`config.mk`:
```
export PLATFORM = sky130hd
export DESIGN_NAME = cfgpc_top
export DESIGN_NICKNAME = d
export VERILOG_FILES = /design/src/pkg/cfgpc_pkg.sv /design/src/design/cfgpc_top.sv /design/src/design/cfgpc_sync.sv /design/src/design/cfgpc_axil.sv
export SDC_FILE = /design/constraint.sdc
export NUM_CORES = 1
export LEC_CHECK = 0
export ABC_AREA = 0
export ABC_CLOCK_PERIOD_IN_PS = 4900
export BUFFER_PORTS_ARGS = -buffer_cell sky130_fd_sc_hd__buf_2
export CORE_MARGIN = 2
export CORE_UTILIZATION = 64
export CTS_BUF_LIST = sky130_fd_sc_hd__clkbuf_2
export CTS_CLUSTER_DIAMETER = 150
export DETAILED_ROUTE_END_ITERATION = 7
export PLACE_DENSITY = 0.93
export SLEW_MARGIN = 40
export SYNTH_ARGS = -nofsm -noshare
export SYNTH_HDL_FRONTEND = slang
export SYNTH_SLANG_ARGS = --single-unit
```
`constraint.sdc`:
```
create_clock -name aclk -period 4.9 [get_ports aclk]
set_input_delay 0.245 -clock aclk [delete_from_list [all_inputs] [get_ports aclk]]
set_output_delay 0.245 -clock aclk [all_outputs]
set_load 0.01 [all_outputs]
```
`src/pkg/cfgpc_pkg.sv`:
```
// Constants, states and register map of the configuration pin controller
// How it works
// - Restart input low resets device and abandons loading or user operation
// - Restart input rising starts a new configuration sequence
// - While restart input is low every user pin floats
// - Passive serial: bit clock is an input driven by host, data sampled on it
// - Active serial: device is master and drives the bit clock out
// - Configuration data enters one bit at a time on the serial input
// - Device loads only while chain enable input is low, else stays idle
// - Chain enable output drives low once own initialization ends and user mode starts; feeds next device
// - Active serial: address and command shifted out to memory; else pin is user I/O
// - Active serial: memory select driven low; else pin is user I/O
// - When enabled, open-drain done pin signals user mode; else plain I/O
// - Optional user clock paces initialization; later usable as user I/O
// - Global clear enabled and low clears all user registers
// - Global output enable enabled and low floats all user pins
// - Two mode select inputs choose the configuration scheme
// - Load-complete and status pins are dedicated open-drain, never user I/O
// - Boundary-scan port with mode, data and clock in, data out
package cfgpc_pkg;
	localparam int CLK_PERIOD_NS = 50;
	localparam int AS_HALF_NS = 200;
	localparam int AS_HALF_CYC = (AS_HALF_NS + CLK_PERIOD_NS - 1) / CLK_PERIOD_NS;
	localparam int INIT_CYCLES = 299;
	localparam int HDR_BITS = 32;
	localparam logic [31:0] AS_HEADER = 32'h0300_0000;
	localparam logic [1:0] MODE_AS = 2'h0;
	localparam logic [1:0] MODE_PS = 2'h1;
	localparam logic [3:0] OFS_CTRL = 4'h0;
	localparam logic [3:0] OFS_LEN = 4'h4;
	localparam logic [3:0] OFS_STAT = 4'h8;
	localparam logic [3:0] OFS_COUNT = 4'hc;
	localparam logic [31:0] CTRL_RESET = 32'h0000_0000;
	localparam logic [31:0] LEN_RESET = 32'h0000_0400;
	localparam int CTRL_CLR_EN = 0;
	localparam int CTRL_OE_EN = 1;
	localparam int CTRL_DONE_EN = 2;
	localparam int CTRL_UCLK_EN = 3;
	localparam logic [1:0] RESP_OKAY = 2'h0;
	localparam logic [1:0] RESP_SLVERR = 2'h2;
	typedef enum logic [2:0] {
		ST_CLEAR = 3'h0,
		ST_WAIT = 3'h1,
		ST_LOAD = 3'h2,
		ST_INIT = 3'h3,
		ST_USER = 3'h4
	} cfgpc_state_t;
endpackage

```
`src/design/cfgpc_top.sv`:
```
// Configuration pin controller: restart, serial load, chain, init and overrides
//
// Decided for this implementation: the AXI4-Lite register port and the placing of the registers.
`timescale 1ns/1ps
module cfgpc_top import cfgpc_pkg::*; #(
	parameter int IO_W = 8,
	parameter int INIT_CNT = INIT_CYCLES
) (
	input wire logic aclk,
	input wire logic aresetn,
	input wire logic [3:0] s_axi_awaddr,
	input wire logic s_axi_awvalid,
	output logic s_axi_awready,
	input wire logic [31:0] s_axi_wdata,
	input wire logic [3:0] s_axi_wstrb,
	input wire logic s_axi_wvalid,
	output logic s_axi_wready,
	output logic [1:0] s_axi_bresp,
	output logic s_axi_bvalid,
	input wire logic s_axi_bready,
	input wire logic [3:0] s_axi_araddr,
	input wire logic s_axi_arvalid,
	output logic s_axi_arready,
	output logic [31:0] s_axi_rdata,
	output logic [1:0] s_axi_rresp,
	output logic s_axi_rvalid,
	input wire logic s_axi_rready,
	input wire logic config_restart_n,
	input wire logic [1:0] config_mode_select,
	input wire logic chain_enable_in_n,
	output logic chain_enable_out_n,
	input wire logic config_bit_clock_in,
	output logic config_bit_clock_out,
	output logic config_bit_clock_oe,
	input wire logic config_serial_in,
	output logic flash_serial_out,
	output logic flash_serial_oe,
	output logic flash_select_n,
	output logic flash_select_oe,
	input wire logic load_complete_in,
	output logic load_complete_out,
	output logic load_complete_oe,
	input wire logic load_status_n_in,
	output logic load_status_n_out,
	output logic load_status_n_oe,
	output logic init_done_out,
	output logic init_done_oe,
	input wire logic init_user_clock,
	input wire logic global_clear_n,
	input wire logic global_output_enable,
	input wire logic tms,
	input wire logic tdi,
	input wire logic tck,
	output logic tdo,
	input wire logic [IO_W-1:0] user_oe_req,
	output logic [IO_W-1:0] user_io_oe,
	output logic user_reg_clear_n,
	output logic user_mode,
	output logic [31:0] cfg_word,
	output logic cfg_word_valid
);
	// ***************************************************************
	// Pin synchronisers
	// ***************************************************************
	localparam int NS = 13;
	logic [NS-1:0] sync_s;
	cfgpc_sync #(.W(NS)) u_sync (
		.aclk(aclk),
		.aresetn(aresetn),
		.async_in({~config_restart_n, config_mode_select, chain_enable_in_n,
			config_bit_clock_in, config_serial_in, load_complete_in, load_status_n_in,
			init_user_clock, global_clear_n, global_output_enable, tms, tdi}),
		.sync_out(sync_s)
	);
	logic tck_s;
	cfgpc_sync #(.W(1)) u_sync_tck (
		.aclk(aclk),
		.aresetn(aresetn),
		.async_in(tck),
		.sync_out(tck_s)
	);
	// Restart synced inverted: reset value matches the idle-high pin, so no false start after reset
	wire restart_s = !sync_s[12];
	wire [1:0] msel_s = sync_s[11:10];
	wire ce_n_s = sync_s[9];
	wire config_bit_clock_s = sync_s[8];
	wire data_s = sync_s[7];
	wire done_pin_s = sync_s[6];
	wire status_pin_s = sync_s[5];
	wire uclk_s = sync_s[4];
	wire gclr_s = sync_s[3];
	wire goe_s = sync_s[2];
	wire tms_s = sync_s[1];
	wire tdi_s = sync_s[0];

	// Edge detection on synchronised levels
	logic restart_prev_q;
	logic config_bit_clock_prev_q;
	logic uclk_prev_q;
	logic tck_prev_q;
	always_ff @(posedge aclk) begin
		if (!aresetn) begin
			restart_prev_q <= 1'b1;
			config_bit_clock_prev_q <= 1'b0;
			uclk_prev_q <= 1'b0;
			tck_prev_q <= 1'b0;
		end else begin
			restart_prev_q <= restart_s;
			config_bit_clock_prev_q <= config_bit_clock_s;
			uclk_prev_q <= uclk_s;
			tck_prev_q <= tck_s;
		end
	end
	wire restart_rise = restart_s && !restart_prev_q;
	wire config_bit_clock_rise = config_bit_clock_s && !config_bit_clock_prev_q;
	wire uclk_rise = uclk_s && !uclk_prev_q;
	wire tck_rise = tck_s && !tck_prev_q;
	wire tck_fall = !tck_s && tck_prev_q;

	// ***************************************************************
	// Register file
	// ***************************************************************
	cfgpc_state_t state_q;
	cfgpc_state_t state_d;
	logic mode_as_q;
	logic [31:0] bit_cnt_q;
	logic [31:0] ctrl_q;
	logic [31:0] len_q;
	wire [31:0] stat_w = {24'h00_0000, status_pin_s, done_pin_s, mode_as_q, user_mode, 1'b0, state_q};
	cfgpc_axil u_regs (
		.aclk(aclk),
		.aresetn(aresetn),
		.s_axi_awaddr(s_axi_awaddr),
		.s_axi_awvalid(s_axi_awvalid),
		.s_axi_awready(s_axi_awready),
		.s_axi_wdata(s_axi_wdata),
		.s_axi_wstrb(s_axi_wstrb),
		.s_axi_wvalid(s_axi_wvalid),
		.s_axi_wready(s_axi_wready),
		.s_axi_bresp(s_axi_bresp),
		.s_axi_bvalid(s_axi_bvalid),
		.s_axi_bready(s_axi_bready),
		.s_axi_araddr(s_axi_araddr),
		.s_axi_arvalid(s_axi_arvalid),
		.s_axi_arready(s_axi_arready),
		.s_axi_rdata(s_axi_rdata),
		.s_axi_rresp(s_axi_rresp),
		.s_axi_rvalid(s_axi_rvalid),
		.s_axi_rready(s_axi_rready),
		.stat_in(stat_w),
		.count_in(bit_cnt_q),
		.ctrl_q(ctrl_q),
		.len_q(len_q)
	);
	wire clr_en = ctrl_q[CTRL_CLR_EN];
	wire oe_en = ctrl_q[CTRL_OE_EN];
	wire done_en = ctrl_q[CTRL_DONE_EN];
	wire uclk_en = ctrl_q[CTRL_UCLK_EN];

	// ***************************************************************
	// Active serial clock divider and header shifter
	// ***************************************************************
	logic [7:0] div_q;
	logic config_bit_clock_q;
	logic [5:0] hdr_cnt_q;
	logic [31:0] hdr_sr_q;
	wire as_load = state_q == ST_LOAD && mode_as_q;
	wire div_wrap = div_q == 8'(AS_HALF_CYC - 1);
	wire as_rise = as_load && div_wrap && !config_bit_clock_q;
	wire as_fall = as_load && div_wrap && config_bit_clock_q;
	wire hdr_done = hdr_cnt_q == 6'(HDR_BITS);
	always_ff @(posedge aclk) begin
		if (!aresetn || !as_load) begin
			div_q <= 8'h00;
			config_bit_clock_q <= 1'b0;
		end else begin
			div_q <= div_wrap ? 8'h00 : div_q + 8'h01;
			config_bit_clock_q <= div_wrap ? !config_bit_clock_q : config_bit_clock_q;
		end
	end
	always_ff @(posedge aclk) begin
		if (!aresetn || !as_load) begin
			hdr_cnt_q <= 6'h00;
			hdr_sr_q <= AS_HEADER;
		end else begin
			if (as_rise && !hdr_done) begin
				hdr_cnt_q <= hdr_cnt_q + 6'h01;
			end
			if (as_fall && hdr_cnt_q != 6'h00 && !hdr_done) begin
				hdr_sr_q <= {hdr_sr_q[30:0], 1'b0};
			end
		end
	end

	// ***************************************************************
	// Serial data capture
	// ***************************************************************
	wire bit_take = state_q == ST_LOAD && (mode_as_q ? (as_rise && hdr_done) : config_bit_clock_rise);
	wire load_end = bit_cnt_q == len_q && len_q != 32'h0000_0000;
	logic [31:0] shift_q;
	always_ff @(posedge aclk) begin
		if (!aresetn || state_q == ST_CLEAR) begin
			bit_cnt_q <= 32'h0000_0000;
			shift_q <= 32'h0000_0000;
			cfg_word <= 32'h0000_0000;
			cfg_word_valid <= 1'b0;
		end else begin
			cfg_word_valid <= 1'b0;
			if (bit_take) begin
				bit_cnt_q <= bit_cnt_q + 32'h0000_0001;
				shift_q <= {shift_q[30:0], data_s};
				if (bit_cnt_q[4:0] == 5'h1f) begin
					cfg_word <= {shift_q[30:0], data_s};
					cfg_word_valid <= 1'b1;
				end
			end
		end
	end

	// ***************************************************************
	// Initialization pacing
	// ***************************************************************
	logic [15:0] init_cnt_q;
	wire init_tick = uclk_en ? uclk_rise : 1'b1;
	wire init_end = init_cnt_q == 16'(INIT_CNT);
	always_ff @(posedge aclk) begin
		if (!aresetn || state_q != ST_INIT) begin
			init_cnt_q <= 16'h0000;
		end else if (init_tick && !init_end) begin
			init_cnt_q <= init_cnt_q + 16'h0001;
		end
	end

	// ***************************************************************
	// Configuration sequencer
	// ***************************************************************
	always_comb begin
		state_d = state_q;
		case (state_q)
			ST_CLEAR: begin
				if (restart_rise) begin
					state_d = ce_n_s ? ST_WAIT : ST_LOAD;
				end
			end
			ST_WAIT: begin
				if (!ce_n_s) begin
					state_d = ST_LOAD;
				end
			end
			ST_LOAD: begin
				if (ce_n_s || !status_pin_s) begin
					state_d = ST_WAIT;
				end else if (load_end && done_pin_s) begin
					state_d = ST_INIT;
				end
			end
			ST_INIT: begin
				if (init_end) begin
					state_d = ST_USER;
				end
			end
			ST_USER: begin
				state_d = ST_USER;
			end
			default: begin
				state_d = ST_CLEAR;
			end
		endcase
		if (!restart_s) begin
			state_d = ST_CLEAR;
		end
	end
	always_ff @(posedge aclk) begin
		if (!aresetn) begin
			state_q <= ST_CLEAR;
			mode_as_q <= 1'b0;
		end else begin
			state_q <= state_d;
			if (restart_rise) begin
				mode_as_q <= msel_s == MODE_AS;
			end
		end
	end

	// ***************************************************************
	// Pin drivers
	// ***************************************************************
	logic byp_q;
	logic tdo_q;
	always_ff @(posedge aclk) begin
		if (!aresetn) begin
			byp_q <= 1'b0;
			tdo_q <= 1'b0;
			user_reg_clear_n <= 1'b0;
		end else begin
			if (tck_rise && !tms_s) begin
				byp_q <= tdi_s;
			end
			if (tck_fall) begin
				tdo_q <= byp_q;
			end
			user_reg_clear_n <= state_q == ST_USER && !(clr_en && !gclr_s);
		end
	end
	assign tdo = tdo_q;
	assign user_mode = state_q == ST_USER;
	assign chain_enable_out_n = !user_mode;
	assign config_bit_clock_out = config_bit_clock_q;
	assign config_bit_clock_oe = as_load;
	assign flash_serial_out = hdr_sr_q[31];
	assign flash_serial_oe = as_load;
	assign flash_select_n = !as_load;
	assign flash_select_oe = as_load;
	assign load_complete_out = 1'b0;
	assign load_complete_oe = state_q == ST_WAIT || state_q == ST_CLEAR ||
		(state_q == ST_LOAD && !load_end);
	assign load_status_n_out = 1'b0;
	assign load_status_n_oe = state_q == ST_CLEAR;
	assign init_done_out = 1'b0;
	assign init_done_oe = done_en && !user_mode;
	assign user_io_oe = (user_mode && !(oe_en && !goe_s)) ? user_oe_req : '0;
endmodule

```
`src/design/cfgpc_sync.sv`:
```
// Two-flop synchroniser for pin inputs
`timescale 1ns/1ps
module cfgpc_sync #(
	parameter int W = 1
) (
	input wire logic aclk,
	input wire logic aresetn,
	input wire logic [W-1:0] async_in,
	output logic [W-1:0] sync_out
);
	logic [W-1:0] meta_q;
	always_ff @(posedge aclk) begin
		if (!aresetn) begin
			meta_q <= '0;
			sync_out <= '0;
		end else begin
			meta_q <= async_in;
			sync_out <= meta_q;
		end
	end
endmodule

```
`src/design/cfgpc_axil.sv`:
```
// AXI4-Lite register file of the configuration pin controller
`timescale 1ns/1ps
module cfgpc_axil import cfgpc_pkg::*; (
	input wire logic aclk,
	input wire logic aresetn,
	input wire logic [3:0] s_axi_awaddr,
	input wire logic s_axi_awvalid,
	output logic s_axi_awready,
	input wire logic [31:0] s_axi_wdata,
	input wire logic [3:0] s_axi_wstrb,
	input wire logic s_axi_wvalid,
	output logic s_axi_wready,
	output logic [1:0] s_axi_bresp,
	output logic s_axi_bvalid,
	input wire logic s_axi_bready,
	input wire logic [3:0] s_axi_araddr,
	input wire logic s_axi_arvalid,
	output logic s_axi_arready,
	output logic [31:0] s_axi_rdata,
	output logic [1:0] s_axi_rresp,
	output logic s_axi_rvalid,
	input wire logic s_axi_rready,
	input wire logic [31:0] stat_in,
	input wire logic [31:0] count_in,
	output logic [31:0] ctrl_q,
	output logic [31:0] len_q
);
	function automatic logic [31:0] merge(input logic [31:0] old, input logic [31:0] nw,
		input logic [3:0] strb);
		logic [31:0] r;
		r = old;
		for (int i = 0; i < 4; i++) begin
			if (strb[i]) begin
				r[i*8 +: 8] = nw[i*8 +: 8];
			end
		end
		return r;
	endfunction

	// Write taken only when address and data are both offered
	wire wr_go = s_axi_awvalid && s_axi_wvalid && !s_axi_bvalid;
	wire wr_ctrl = s_axi_awaddr == OFS_CTRL;
	wire wr_len = s_axi_awaddr == OFS_LEN;
	wire wr_hit = wr_ctrl || wr_len;
	wire rd_go = s_axi_arvalid && !s_axi_rvalid;
	wire rd_hit = s_axi_araddr == OFS_CTRL || s_axi_araddr == OFS_LEN ||
		s_axi_araddr == OFS_STAT || s_axi_araddr == OFS_COUNT;
	wire [31:0] rd_mux = s_axi_araddr == OFS_CTRL ? ctrl_q :
		s_axi_araddr == OFS_LEN ? len_q :
		s_axi_araddr == OFS_STAT ? stat_in :
		s_axi_araddr == OFS_COUNT ? count_in : 32'h0000_0000;

	assign s_axi_awready = wr_go;
	assign s_axi_wready = wr_go;
	assign s_axi_arready = rd_go;

	always_ff @(posedge aclk) begin
		if (!aresetn) begin
			ctrl_q <= CTRL_RESET;
			len_q <= LEN_RESET;
			s_axi_bvalid <= 1'b0;
			s_axi_bresp <= RESP_OKAY;
			s_axi_rvalid <= 1'b0;
			s_axi_rresp <= RESP_OKAY;
			s_axi_rdata <= 32'h0000_0000;
		end else begin
			if (wr_go && wr_ctrl) begin
				ctrl_q <= merge(ctrl_q, s_axi_wdata, s_axi_wstrb);
			end
			if (wr_go && wr_len) begin
				len_q <= merge(len_q, s_axi_wdata, s_axi_wstrb);
			end
			if (wr_go) begin
				s_axi_bvalid <= 1'b1;
				s_axi_bresp <= wr_hit ? RESP_OKAY : RESP_SLVERR;
			end else if (s_axi_bready) begin
				s_axi_bvalid <= 1'b0;
			end
			if (rd_go) begin
				s_axi_rvalid <= 1'b1;
				s_axi_rdata <= rd_mux;
				s_axi_rresp <= rd_hit ? RESP_OKAY : RESP_SLVERR;
			end else if (s_axi_rready) begin
				s_axi_rvalid <= 1'b0;
			end
		end
	end
endmodule

```
==> summary.md, run 1 <==
| Metric | Value |
|---|---|
| Int Pwr | between 0.002 and 0.003 W |
| CTS clk-pin slew, worst paths | between 0.1 and 0.15 ns |
| EDFF count, synth | 0 |
| Post-Synthesis Cell Area | between 0.01 and 0.015 sq mm |
| Total track usage | between 30% and 40% |
| Ranking of synthesized cells by area | dfxtp_1, nand2_1, a21boi_0, xor2_1, nand3_1 |
| DIE HEIGHT | roughly 140 um |
| Clk buf depth | 3 |
| VDD IR max | 0.000200 V |
| Complex-gate fraction of the synthesized area | between 10% and 20% |
| Commonest non-fill, non-tap cell in the layout | dfxtp_1 |
| Number of distinct library cells after synthesis | between 40 and 50 |
| WL final | 32700 um |
| Data arrival time of the worst path | 4.05 ns |
| Avg WL per Cell | ~17 um |
| Commonest cells after routing, fill and taps aside | dfxtp_1, nand2_1, buf_2, clkbuf_2, nand3_1 |
| Final #Nets | 1684 |
| Gpl congestion | around 0.9 |
| RSZ-0062 raised after global routing | false |
| Post-synthesis simple-gate area fraction | between 20% and 30% |
| Final Cycle Share | between 60% and 70% |
| Worst Hold End | u_sync.meta_q[12]$_SDFF_PN0_ |
| Mapped Cells | 1376 |
| Flop pwr share | between 50% and 60% |
| Switch share | a little over a quarter |
| Post-Synth Adder-Cell Area | less than 1% |
| Row Count | 49 |
| Max Cap Viol | 0 |
| Status | finished, violations left |
| Combinational family with the most area after synthesis | simple AND/OR/NAND/NOR gates |
| CP Launch Type | flip-flop |
| Hold depth | 3 |
| # fillers | 1203 |
| DR pass1 iterations | 8 |
| Die Width | approximately 140 um |
| Port bufs | ~170 |
| Ys Warns | 0 |
| Violated checks | DRC |
| Peak Freq | between 300 and 400 MHz |
| # IOs | around 170 |
| Hold Vio Cnt, Final | 0 |
| Vias in the first global route | 10968 |
| Hpwl dp | 19400 um |
| CTS buffer count | slightly below 70 |
| Layout Skew | between 0.08 and 0.09 ns |
| Area leader, netlist | dfxtp_1 |
| Synth-to-Final Area Change | 18.5% |
| First-pass GRT wire length | approximately 53000 um |
| Mux share of post-synthesis cell area | 3.59% |
| Largest net degree at the start of global routing | between 90 and 100 |
| Vias per cell | around 6.0 |
| Area of the multi-input gates | 0.00571 sq mm |
| Final setup viols | 0 |
| XOR/XNOR Fraction of Synth Area | about 5.7% |
| Setup TNS | 0 ns |
| Register area share after synthesis | 47.2% |
| Setup Fix Bufs, Post-CTS | 0 |
| Layout cell share with drive strength beyond 1 | 17.6% |
| Vias | around 11000 |
| Initial DRC Count | about 1200 |
| Comb pwr share | ~5.6% |
| Leakage | between 5 and 6 nW |
| Clk root buf | clkbuf_2 |
| DR DRC count | 2 |
| WP data required | 5.71 ns |
| Clk_lat worst skew | 0.88 ns |
| Clock share of power | a little over a third |
| Clock sinks | 274 |
| Post-Route Utilization | a little under 80% |
| CP Capture Type | flip-flop |
| Yosys reg bits | between 200 and 300 |
| Slew Limit Headroom | roughly 44% |
| Worst hold start | config_restart_n |
| Sequential cell area | 0.00549 sq mm |
| Switching Power | between 0.001 and 0.0015 W |
| Initial core utilization | 64.9% |
| Synthesized area per cell | between 8 and 9 sq um |
| Top FF cell, synth | dfxtp_1 |
| Antenna violations before repair | 1 |
| Crit path time final | around 3.2 ns |
| Worst R2R Path Depth | 8 |
| Pwr/cell area | between 200 and 300 mW/mm^2 |
| RR Startpoint | u_regs.s_axi_bvalid$_SDFFE_PN0P_ |
| Depth of the CTS H-tree | 3 |
| TritonCTS clock tree | done |
| Max Slew Vio Count | 0 |
| Critical path type | flip-flop to flip-flop |
| Top cell type's share of synthesized area | about 47% |
| Worst reg-to-reg setup slack | approximately 1.7 ns |
| Core Box Area | 0.0179 sq mm |
| CP max FO | 36 |
| DIE AREA | 0.0193 sq mm |
| Total grt overflow | 0 |
| Tightest Pin Transition | between 0.8 and 0.9 ns |
| Asr flop ratio synth | 0% |
| RR Endpoint | u_regs.ctrl_q[13]$_SDFFE_PN0P_ |
| HP Class | primary input to flip-flop |
| Post-route ant nets | 0 |
## cells in the mapped netlist, drive strengths merged (4+ instances only)
library cell    n
and3           13
nor3           12
or4             5
nor2           77
xnor2          21
mux2            5
and2           43
o21ai          44
mux2i          36
nor4           33
nor3b          10
clkbuf         84
a21oi          79
nand4          22
dfxtp         274
buf            16
a21boi         65
o21bai          4
nor2b          34
a22oi          25
a22o            7
nand3          85
xor2           54
ha              6
inv            16
or3            10
a221oi          8
nand2         264
## worst max-delay path, stage by stage (launching register included)
cell	delay, ns
dfxtp_1	0.35
nand3b_1	0.20
nor4_1	0.43
nor2b_2	0.25
buf_4	0.36
nand3_1	0.15
dlygate4sd3_1	0.60
a21boi_0	0.23
dlygate4sd3_1	0.60
## through the flow
stage	hold slack [ns]	worst slack [ns]	instances	area [sq um]	total power, W
after detailed placement	0.415	1.84	1682	12400	0.00247
after CTS	0.0787	1.86	1867	13800	0.00384
after global placement	0.405	1.91	1682	12400	0.00247
after global routing	0.0496	1.45	1868	13800	0.00400
after floorplan	0.317	2.52	1380	11600	0.00241
final	0.114	1.66	1868	13800	0.00387
## sequential cells by signal, summed over array words and instances, names as in the netlist, 3 cells and up
register / flops
bit_cnt_q: 32
cfg_word: 32
u_regs.ctrl_q: 32
u_regs.len_q: 32
u_regs.s_axi_rdata: 32
shift_q: 31
init_cnt_q: 16
u_sync.meta_q: 13
u_sync.sync_out: 13
div_q: 8
hdr_sr_q: 8
hdr_cnt_q: 6
state_q: 3
## routing by layer
metal / vias up / share of wire (%) / GRT usage, % / wire [um]
li1: 5165 / - / - / -
met1: 5205 / 37 / 39.0 / 12100
met2: 668 / 49 / 56.0 / 15900
met3: 156 / 9.6 / 7.80 / 3140
met4: 0 / 4.6 / 17.5 / 1490
met5: - / 0 / 0 / 0
## power groups by stage
stage          Combinational (W)  Clock [W]  Sequential (W)
3_5_place_dp            0.000165          0         0.00231
6_report                0.000218    0.00139         0.00226
4_1_cts                 0.000205    0.00138         0.00226
2_1_floorplan           0.000105          0         0.00231
5_1_grt                 0.000231    0.00150         0.00226
3_3_place_gp            0.000163          0         0.00231
## how the worst max path moves through the flow
| stage | from | end | slack, ns | cells past startpoint |
|---|---|---|---|---|
| final | u_regs.s_axi_bvalid$_SDFFE_PN0P_ | u_regs.ctrl_q[13]$_SDFFE_PN0P_ | 1.66 | 8 |
| after global routing | u_regs.s_axi_bvalid$_SDFFE_PN0P_ | u_regs.ctrl_q[13]$_SDFFE_PN0P_ | 1.45 | 8 |
| after CTS | bit_cnt_q[1]$_SDFFE_PP0P_ | load_complete_oe | 1.86 | 7 |
| after detailed placement | hdr_cnt_q[0]$_SDFFE_PP0P_ | cfg_word[5]$_SDFFE_PP0P_ | 1.84 | 9 |
| after global placement | hdr_cnt_q[0]$_SDFFE_PP0P_ | cfg_word[20]$_SDFFE_PP0P_ | 1.91 | 9 |
| after floorplan | div_q[0]$_SDFF_PP0_ | bit_cnt_q[12]$_SDFFE_PP0P_ | 2.52 | 9 |
## cell type report
type / instances / area share (%)
flip-flops and latches: 274 / 39.8
well taps: 229 / 2.08
diodes: 1 / 0.0182
multi-input cells: 989 / 41.5
clock buffers: 93 / 3.38
repair buffers: 255 / 12.4
inverters: 17 / 0.463
clock inverters: 10 / 0.336
## timing repair
item                                    CTS  global route
hold endpoints to repair                109             0
hold buffers                             82             0
endpoints found under the setup margin    0             0
resized for setup                         0             0
## cells by family (layout without fill, tap and decap cells)
group | after synthesis | after routing
AND/OR/NAND/NOR | 621 | 621
flip-flops | 274 | 274
AO/OA/AOI/OAI | 241 | 241
buffers and inverters | 117 | 375
XOR/XNOR | 75 | 75
multiplexers | 41 | 41
adder cells (fa/ha/maj) | 6 | 6
other | 1 | 6
Note: power is estimated with default switching activity, not from simulation.
==> run 2: changes to the inputs <==
--- a/config.mk
+++ b/config.mk
@@ -6,14 +6,14 @@
 export NUM_CORES = 1
 export LEC_CHECK = 0
 export ABC_AREA = 0
-export ABC_CLOCK_PERIOD_IN_PS = 4900
+export ABC_CLOCK_PERIOD_IN_PS = 2900
 export BUFFER_PORTS_ARGS = -buffer_cell sky130_fd_sc_hd__buf_2
 export CORE_MARGIN = 2
-export CORE_UTILIZATION = 64
+export CORE_UTILIZATION = 53
 export CTS_BUF_LIST = sky130_fd_sc_hd__clkbuf_2
 export CTS_CLUSTER_DIAMETER = 150
 export DETAILED_ROUTE_END_ITERATION = 7
-export PLACE_DENSITY = 0.93
+export PLACE_DENSITY = 0.83
 export SLEW_MARGIN = 40
 export SYNTH_ARGS = -nofsm -noshare
 export SYNTH_HDL_FRONTEND = slang
==> constraint.sdc (replaced) <==
create_clock -name aclk -period 2.9 [get_ports aclk]
set_input_delay 0.145 -clock aclk [delete_from_list [all_inputs] [get_ports aclk]]
set_output_delay 0.145 -clock aclk [all_outputs]
set_load 0.01 [all_outputs]
==> run 2 against run 1 <==
  * Critical path depth unchanged
  * Non-clock buffer count up 27
  * Sequential power up 69%
  * Highest routed layer unchanged
  * Clock power up 92%
  * The run now ends clean
  * Count of clock-buffer cells in the layout unchanged
  * Global-route usage down 7.0 points
  * Utilization down 11 points
  * Setup slack worse by 1.5 ns
  * Sequential cell count unchanged
  * Largest cell class unchanged
  * Cell count up 4.9%
==> summary.md, run 2 (synthesized netlist as in run 1, its figures left out) <==
| Metric | Value |
|---|---|
| Status | completed |
| Layout cell share with drive strength beyond 1 | 18.4% |
| Vias in the first global route | between 10000 and 15000 |
| Critical path type | flip-flop to flip-flop |
| Clk_lat worst skew | roughly 0.85 ns |
| RSZ-0062 raised after global routing | true |
| Slew Limit Headroom | 54.2% |
| Hpwl dp | 19500 um |
| Core Box Area | around 0.022 sq mm |
| WL final | 30900 um |
| CP Launch Type | flip-flop |
| Vias | 10838 |
| Crit-path leading delay family | buffers and inverters |
| Tightest Pin Transition | between 0.6 and 0.7 ns |
| Max Cap Viol | 0 |
| Hold Vio Cnt, Final | 0 |
| Port bufs | 165 |
| Pwr/cell area | ~480 mW/mm^2 |
| Commonest cells after routing, fill and taps aside | dfxtp_1, nand2_1, buf_2, dlygate4sd3_1, clkbuf_2 |
| Synth-to-Final Area Change | 22.5% |
| Avg WL per Cell | 15.8 um |
| Final setup viols | 0 |
| Largest net degree at the start of global routing | 61 |
| Data arrival time of the worst path | between 3 and 4 ns |
| Hold slack | about 0.074 ns |
| Sequential cell area | roughly 0.0055 sq mm |
| Crit path time final | around 2.7 ns |
| Clock sinks | 274 |
| Row Count | 54 |
| Total grt overflow | 0 |
| Total track usage | a little over a quarter |
| Leakage | 5.49 nW |
| Post-route ant nets | 0 |
| Initial DRC Count | 894 |
| Area of the multi-input gates | between 0.005 and 0.006 sq mm |
| # fillers | ~1700 |
| Die Width | about 150 um |
| # IOs | about 170 |
| CTS buffer count | ~70 |
| HP Class | primary input to flip-flop |
| DIE HEIGHT | roughly 150 um |
| Worst path slowest cell | dlygate4sd3_1 |
| Initial core utilization | approximately 54% |
| CTS clk-pin slew, worst paths | 0.11 ns |
| Worst hold start | s_axi_araddr[2] |
| VDD IR max | about 0.00036 V |
| DR pass1 iterations | 6 |
| Gpl congestion | 0.867 |
| Vias per cell | about 5.5 |
| Clk buf depth | 3 |
| Critical Path Max Stage Delay | 0.64 ns |
| First-pass GRT wire length | around 51000 um |
| CP Cell Sequence | nand3b_1 -> nor4_2 -> dlygate4sd3_1 -> nor2b_4 -> buf_12 -> nand3_1 -> dlygate4sd3_1 -> a21boi_0 |
| RR Startpoint | u_regs.s_axi_bvalid$_SDFFE_PN0P_ |
| Setup TNS | 0 ns |
| Most frequent CP cell | dlygate4sd3_1 |
| DIE AREA | around 0.023 sq mm |
| Crit path launch | u_regs.s_axi_bvalid$_SDFFE_PN0P_ |
| Peak Freq | approximately 370 MHz |
| Antenna violations before repair | 1 |
| Buf/Inv on CP | 3 |
| Commonest non-fill, non-tap cell in the layout | dfxtp_1 |
| Clk root buf | clkbuf_2 |
| Depth of the CTS H-tree | 3 |
| CP Capture Type | flip-flop |
| Max Slew Vio Count | 0 |
| WP data required | approximately 3.7 ns |
| TritonCTS clock tree | done |
| Final Cycle Share | about 94% |
| Final #Nets | ~1700 |
| DR DRC count | 0 |
| Layout Skew | 0.0791 ns |
| CP max FO | 23 |
-- run 2: changes by cell type in the layout (fill, tap and decap cells not counted), moves of 2 or more --
cell and delta:
buf_12 +2, dlygate4sd3_1 +12, clkinv_1 +8, bufinv_16 +3
buf_4 +12, clkinv_2 +2
-- run 2: report_power, final --
part,total [W],internal (W),switching (W)
Combinational,0.000392,0.000191,0.000200
Clock,0.00267,0.00114,0.00154
Sequential,0.00382,0.00380,0.0000217
Total,0.00688,0.00512,0.00176
-- run 2: layout make-up --
class | count | area share, %
repair buffers | 282 | 13.8
inverters | 17 | 0.448
well taps | 280 | 2.46
flip-flops and latches | 274 | 38.6
clock inverters | 23 | 1.24
multi-input cells | 989 | 40.2
clock buffers | 93 | 3.27
diodes | 1 | 0.0176
-- run 2: path summary, 6_finish.rpt --
kind | endpoint | slack, ns | cells past startpoint
worst max-delay path | u_regs.ctrl_q[14]$_SDFFE_PN0P_ | 0.16 | 8
worst min-delay path | u_regs.s_axi_rdata[6]$_SDFFE_PN0P_ | 0.07 | 4
worst max register to register | u_regs.ctrl_q[14]$_SDFFE_PN0P_ | 0.16 | 8
worst min register to register | cfg_word[0]$_SDFFE_PP0P_ | 0.38 | 2
-- run 2: metal layers --
layer,GRT usage [%],share of wire [%],wire length (um)
met2,43.2,48,14800
met5,0,0,0
met3,4.99,7.0,2180
met4,11.1,2.8,857
met1,33.1,42,13100
-- run 2: timing repair --
action / 4_1_cts / 5_1_grt
buffers inserted: 0 / 2
hold buffers: 94 / 0
endpoints found under the hold margin: 137 / 0
cloned: 0 / 0
endpoints found under the setup margin: 1 / 8
resized for setup: 1 / 3
-- run 2: per-stage QoR --
stage / std cells / power [W] / area (sq um) / util [%] / setup WS (ns)
finish: 1959 / 0.00688 / 14200 / 65.6 / 0.162
detailed placement: 1746 / 0.00419 / 12600 / 58.1 / 0.336
floorplan: 1380 / 0.00408 / 11600 / - / 0.519
global placement: 1746 / 0.00418 / 12600 / 58.1 / 0.466
CTS: 1956 / 0.00692 / 14200 / 65.5 / 0.0739
global route: 1959 / 0.00716 / 14200 / 65.6 / -0.00975
-- run 2: worst min-delay path: stages --
cell,delay (ns)
buf_2,0.22
nor4_2,0.12
a221oi_1,0.31
nor3b_1,0.08
==> run 3: changes to the inputs <==
--- a/config.mk
+++ b/config.mk
@@ -6,7 +6,7 @@
 export NUM_CORES = 1
 export LEC_CHECK = 0
 export ABC_AREA = 0
-export ABC_CLOCK_PERIOD_IN_PS = 2900
+export ABC_CLOCK_PERIOD_IN_PS = 2200
 export BUFFER_PORTS_ARGS = -buffer_cell sky130_fd_sc_hd__buf_2
 export CORE_MARGIN = 2
 export CORE_UTILIZATION = 53
==> constraint.sdc (replaced) <==
create_clock -name aclk -period 2.2 [get_ports aclk]
set_input_delay 0.11 -clock aclk [delete_from_list [all_inputs] [get_ports aclk]]
set_output_delay 0.11 -clock aclk [all_outputs]
set_load 0.01 [all_outputs]
==> run 3 against run 2 <==
  * The flow now finishes with violations (setup timing)
  * Hold slack improved by 0.0085 ns
  * Largest cell class unchanged
  * Clock skew increased by 0.041 ns
  * Highest routed layer unchanged
  * Critical endpoint is now load_complete_oe
  * Global-route usage increased by 0.83 points
  * Setup slack got worse by 0.59 ns
==> summary.md, run 3 (synthesized netlist as in run 1, its figures left out) <==
| Metric | Value |
|---|---|
| Clock sinks | 274 |
| Hpwl dp | approximately 20000 um |
| First-pass GRT wire length | 52300 um |
| Final #Nets | roughly 1800 |
| Worst reg-to-reg setup slack | -0.01 ns |
| Max Slew Vio Count | 0 |
| Layout Skew | around 0.12 ns |
| Final setup margin | -0.424 ns |
| RR Endpoint | u_regs.len_q[21]$_SDFFE_PN0P_ |
| Layout cell share with drive strength beyond 1 | between 20% and 30% |
| Total grt overflow | 0 |
| CTS buffer count | just over 70 |
| Setup TNS | -0.853 ns |
| HP Class | primary input to flip-flop |
| Post-Route Utilization | ~69% |
| Hold slack | approximately 0.082 ns |
| WL final | between 30000 and 40000 um |
| Total track usage | 26.8% |
| Status | finished, violations left |
| Initial DRC Count | about 1100 |
| Row Count | 54 |
| Slew Limit Headroom | 50.2% |
| Commonest cells after routing, fill and taps aside | nand2_1, dfxtp_1, buf_2, clkbuf_2, dlygate4sd3_1 |
| Clk buf depth | 3 |
| Max Cap Viol | 0 |
| Peak Freq | ~380 MHz |
| DIE AREA | 0.0231 sq mm |
| Final Cycle Share | 119% |
| DR pass1 iterations | 6 |
| Hold Vio Cnt, Final | 0 |
| Gpl congestion | ~0.95 |
| RSZ-0062 raised after global routing | true |
| Final setup viols | 10 |
| WP data required | about 2.1 ns |
| DR DRC count | 0 |
| Port bufs | 165 |
| Die Width | 152 um |
| # fillers | roughly 1700 |
| Initial core utilization | 53.6% |
| Vias per cell | 5.60 |
| Crit path time final | roughly 2.6 ns |
| Total Power | approximately 0.0092 W |
| CP max FO | 4 |
| CTS clk-pin slew, worst paths | around 0.1 ns |
| Violated checks | setup timing |
| Leakage | 5.89 nW |
| Avg WL per Cell | approximately 16 um |
| Critical path type | flip-flop to output port |
| Data arrival time of the worst path | around 2.5 ns |
| # IOs | about 170 |
| DIE HEIGHT | roughly 150 um |
| Crit path launch | u_regs.len_q[22]$_SDFFE_PN0P_ |
| Clk_lat worst skew | between 0.8 and 0.9 ns |
| CP Capture Point | load_complete_oe |
| Pwr/cell area | 621 mW/mm^2 |
| Post-route ant nets | 0 |
| Synth-to-Final Area Change | 28.1% |
| Vias in the first global route | around 11000 |
| Clk root buf | clkbuf_2 |
| Depth of the CTS H-tree | 3 |
| Pre-CTS setup slack | -0.0171 ns |
| Largest net degree at the start of global routing | 90 |
| Worst R2R Path Depth | 7 |
| TritonCTS clock tree | done |
| Antenna violations before repair | 1 |
| Tightest Pin Transition | roughly 0.74 ns |
| Vias | approximately 11000 |
| Commonest non-fill, non-tap cell in the layout | nand2_1 |
| RR Startpoint | u_regs.s_axi_bvalid$_SDFFE_PN0P_ |
| VDD IR max | 0.000504 V |
| Core Box Area | 0.0217 sq mm |
| CP Launch Type | flip-flop |
| CP Capture Type | output port |
[run 3: changes by cell type in the layout (fill, tap and decap cells not counted), moves of 7 or more]
cell,change
dfxtp_2,+26
buf_4,+37
nor4_2,+7
nor4_1,-9
dfxtp_1,-28
clkbuf_2,+7
[run 3: final cells by class]
type	count	area, sq um	area share (%)
Antenna cell	2	5.00	0.0336
Clock buffer	100	500	3.36
Clock inverter	21	164	1.10
Inverter	17	65.1	0.437
Multi-Input combinational cell	989	5890	39.6
Sequential cell	274	5530	37.1
Tap cell	280	350	2.35
Timing Repair Buffer	324	2380	16.0
[run 3: timing repair]
item	CTS	global route
buffers inserted	4	12
setup endpoints to repair	13	92
gates cloned	0	2
endpoints found under the hold margin	139	4
pin swaps	13	12
resized for setup	28	42
hold buffers	88	2
[run 3: where the power goes]
part / leakage (nW) / internal, W / total (W) / switching (W)
Clock: 0.495 / 0.00157 / 0.00366 / 0.00209
Sequential: 2.23 / 0.00500 / 0.00503 / 0.0000268
Combinational: 3.16 / 0.000277 / 0.000557 / 0.000280
[run 3: through the flow]
| stage | instances | cell area (sq um) |
|---|---|---|
| floorplan | 1380 | 11700 |
| detailed placement | 1780 | 13000 |
| CTS | 1990 | 14600 |
| finish | 2007 | 14900 |
| global placement | 1780 | 13000 |
| global route | 2007 | 14900 |
[run 3: how the worst min path moves through the flow]
stage / start / endpoint / cells after the start
after floorplan: config_restart_n / u_sync.meta_q[12]$_SDFF_PN0_ / 1
after global placement: config_restart_n / u_sync.meta_q[12]$_SDFF_PN0_ / 2
after detailed placement: config_restart_n / u_sync.meta_q[12]$_SDFF_PN0_ / 2
after CTS: config_serial_in / u_sync.meta_q[7]$_SDFF_PN0_ / 3
after global routing: config_serial_in / u_sync.meta_q[7]$_SDFF_PN0_ / 3
final: s_axi_wdata[18] / u_regs.ctrl_q[18]$_SDFFE_PN0P_ / 4
[run 3: metal layers]
layer | track usage (%) | share of wire, % | vias to the layer above
li1 | - | - | 5324
met1 | 34.0 | 40 | 5245
met2 | 44.6 | 49 | 574
met3 | 5.22 | 8.3 | 101
met4 | 12.0 | 3.4 | 0
met5 | 0 | 0 | -
[run 3: worst max-delay path, cell delays in order (launching register included)]
cell	delay (ns)
dfxtp_1	0.38
xor2_1	0.18
nor4_1	0.27
nand4_1	0.16
nor3_2	0.22
buf_4	0.15
o21a_1	0.13
nor2_2	0.04
buf_2	0.13
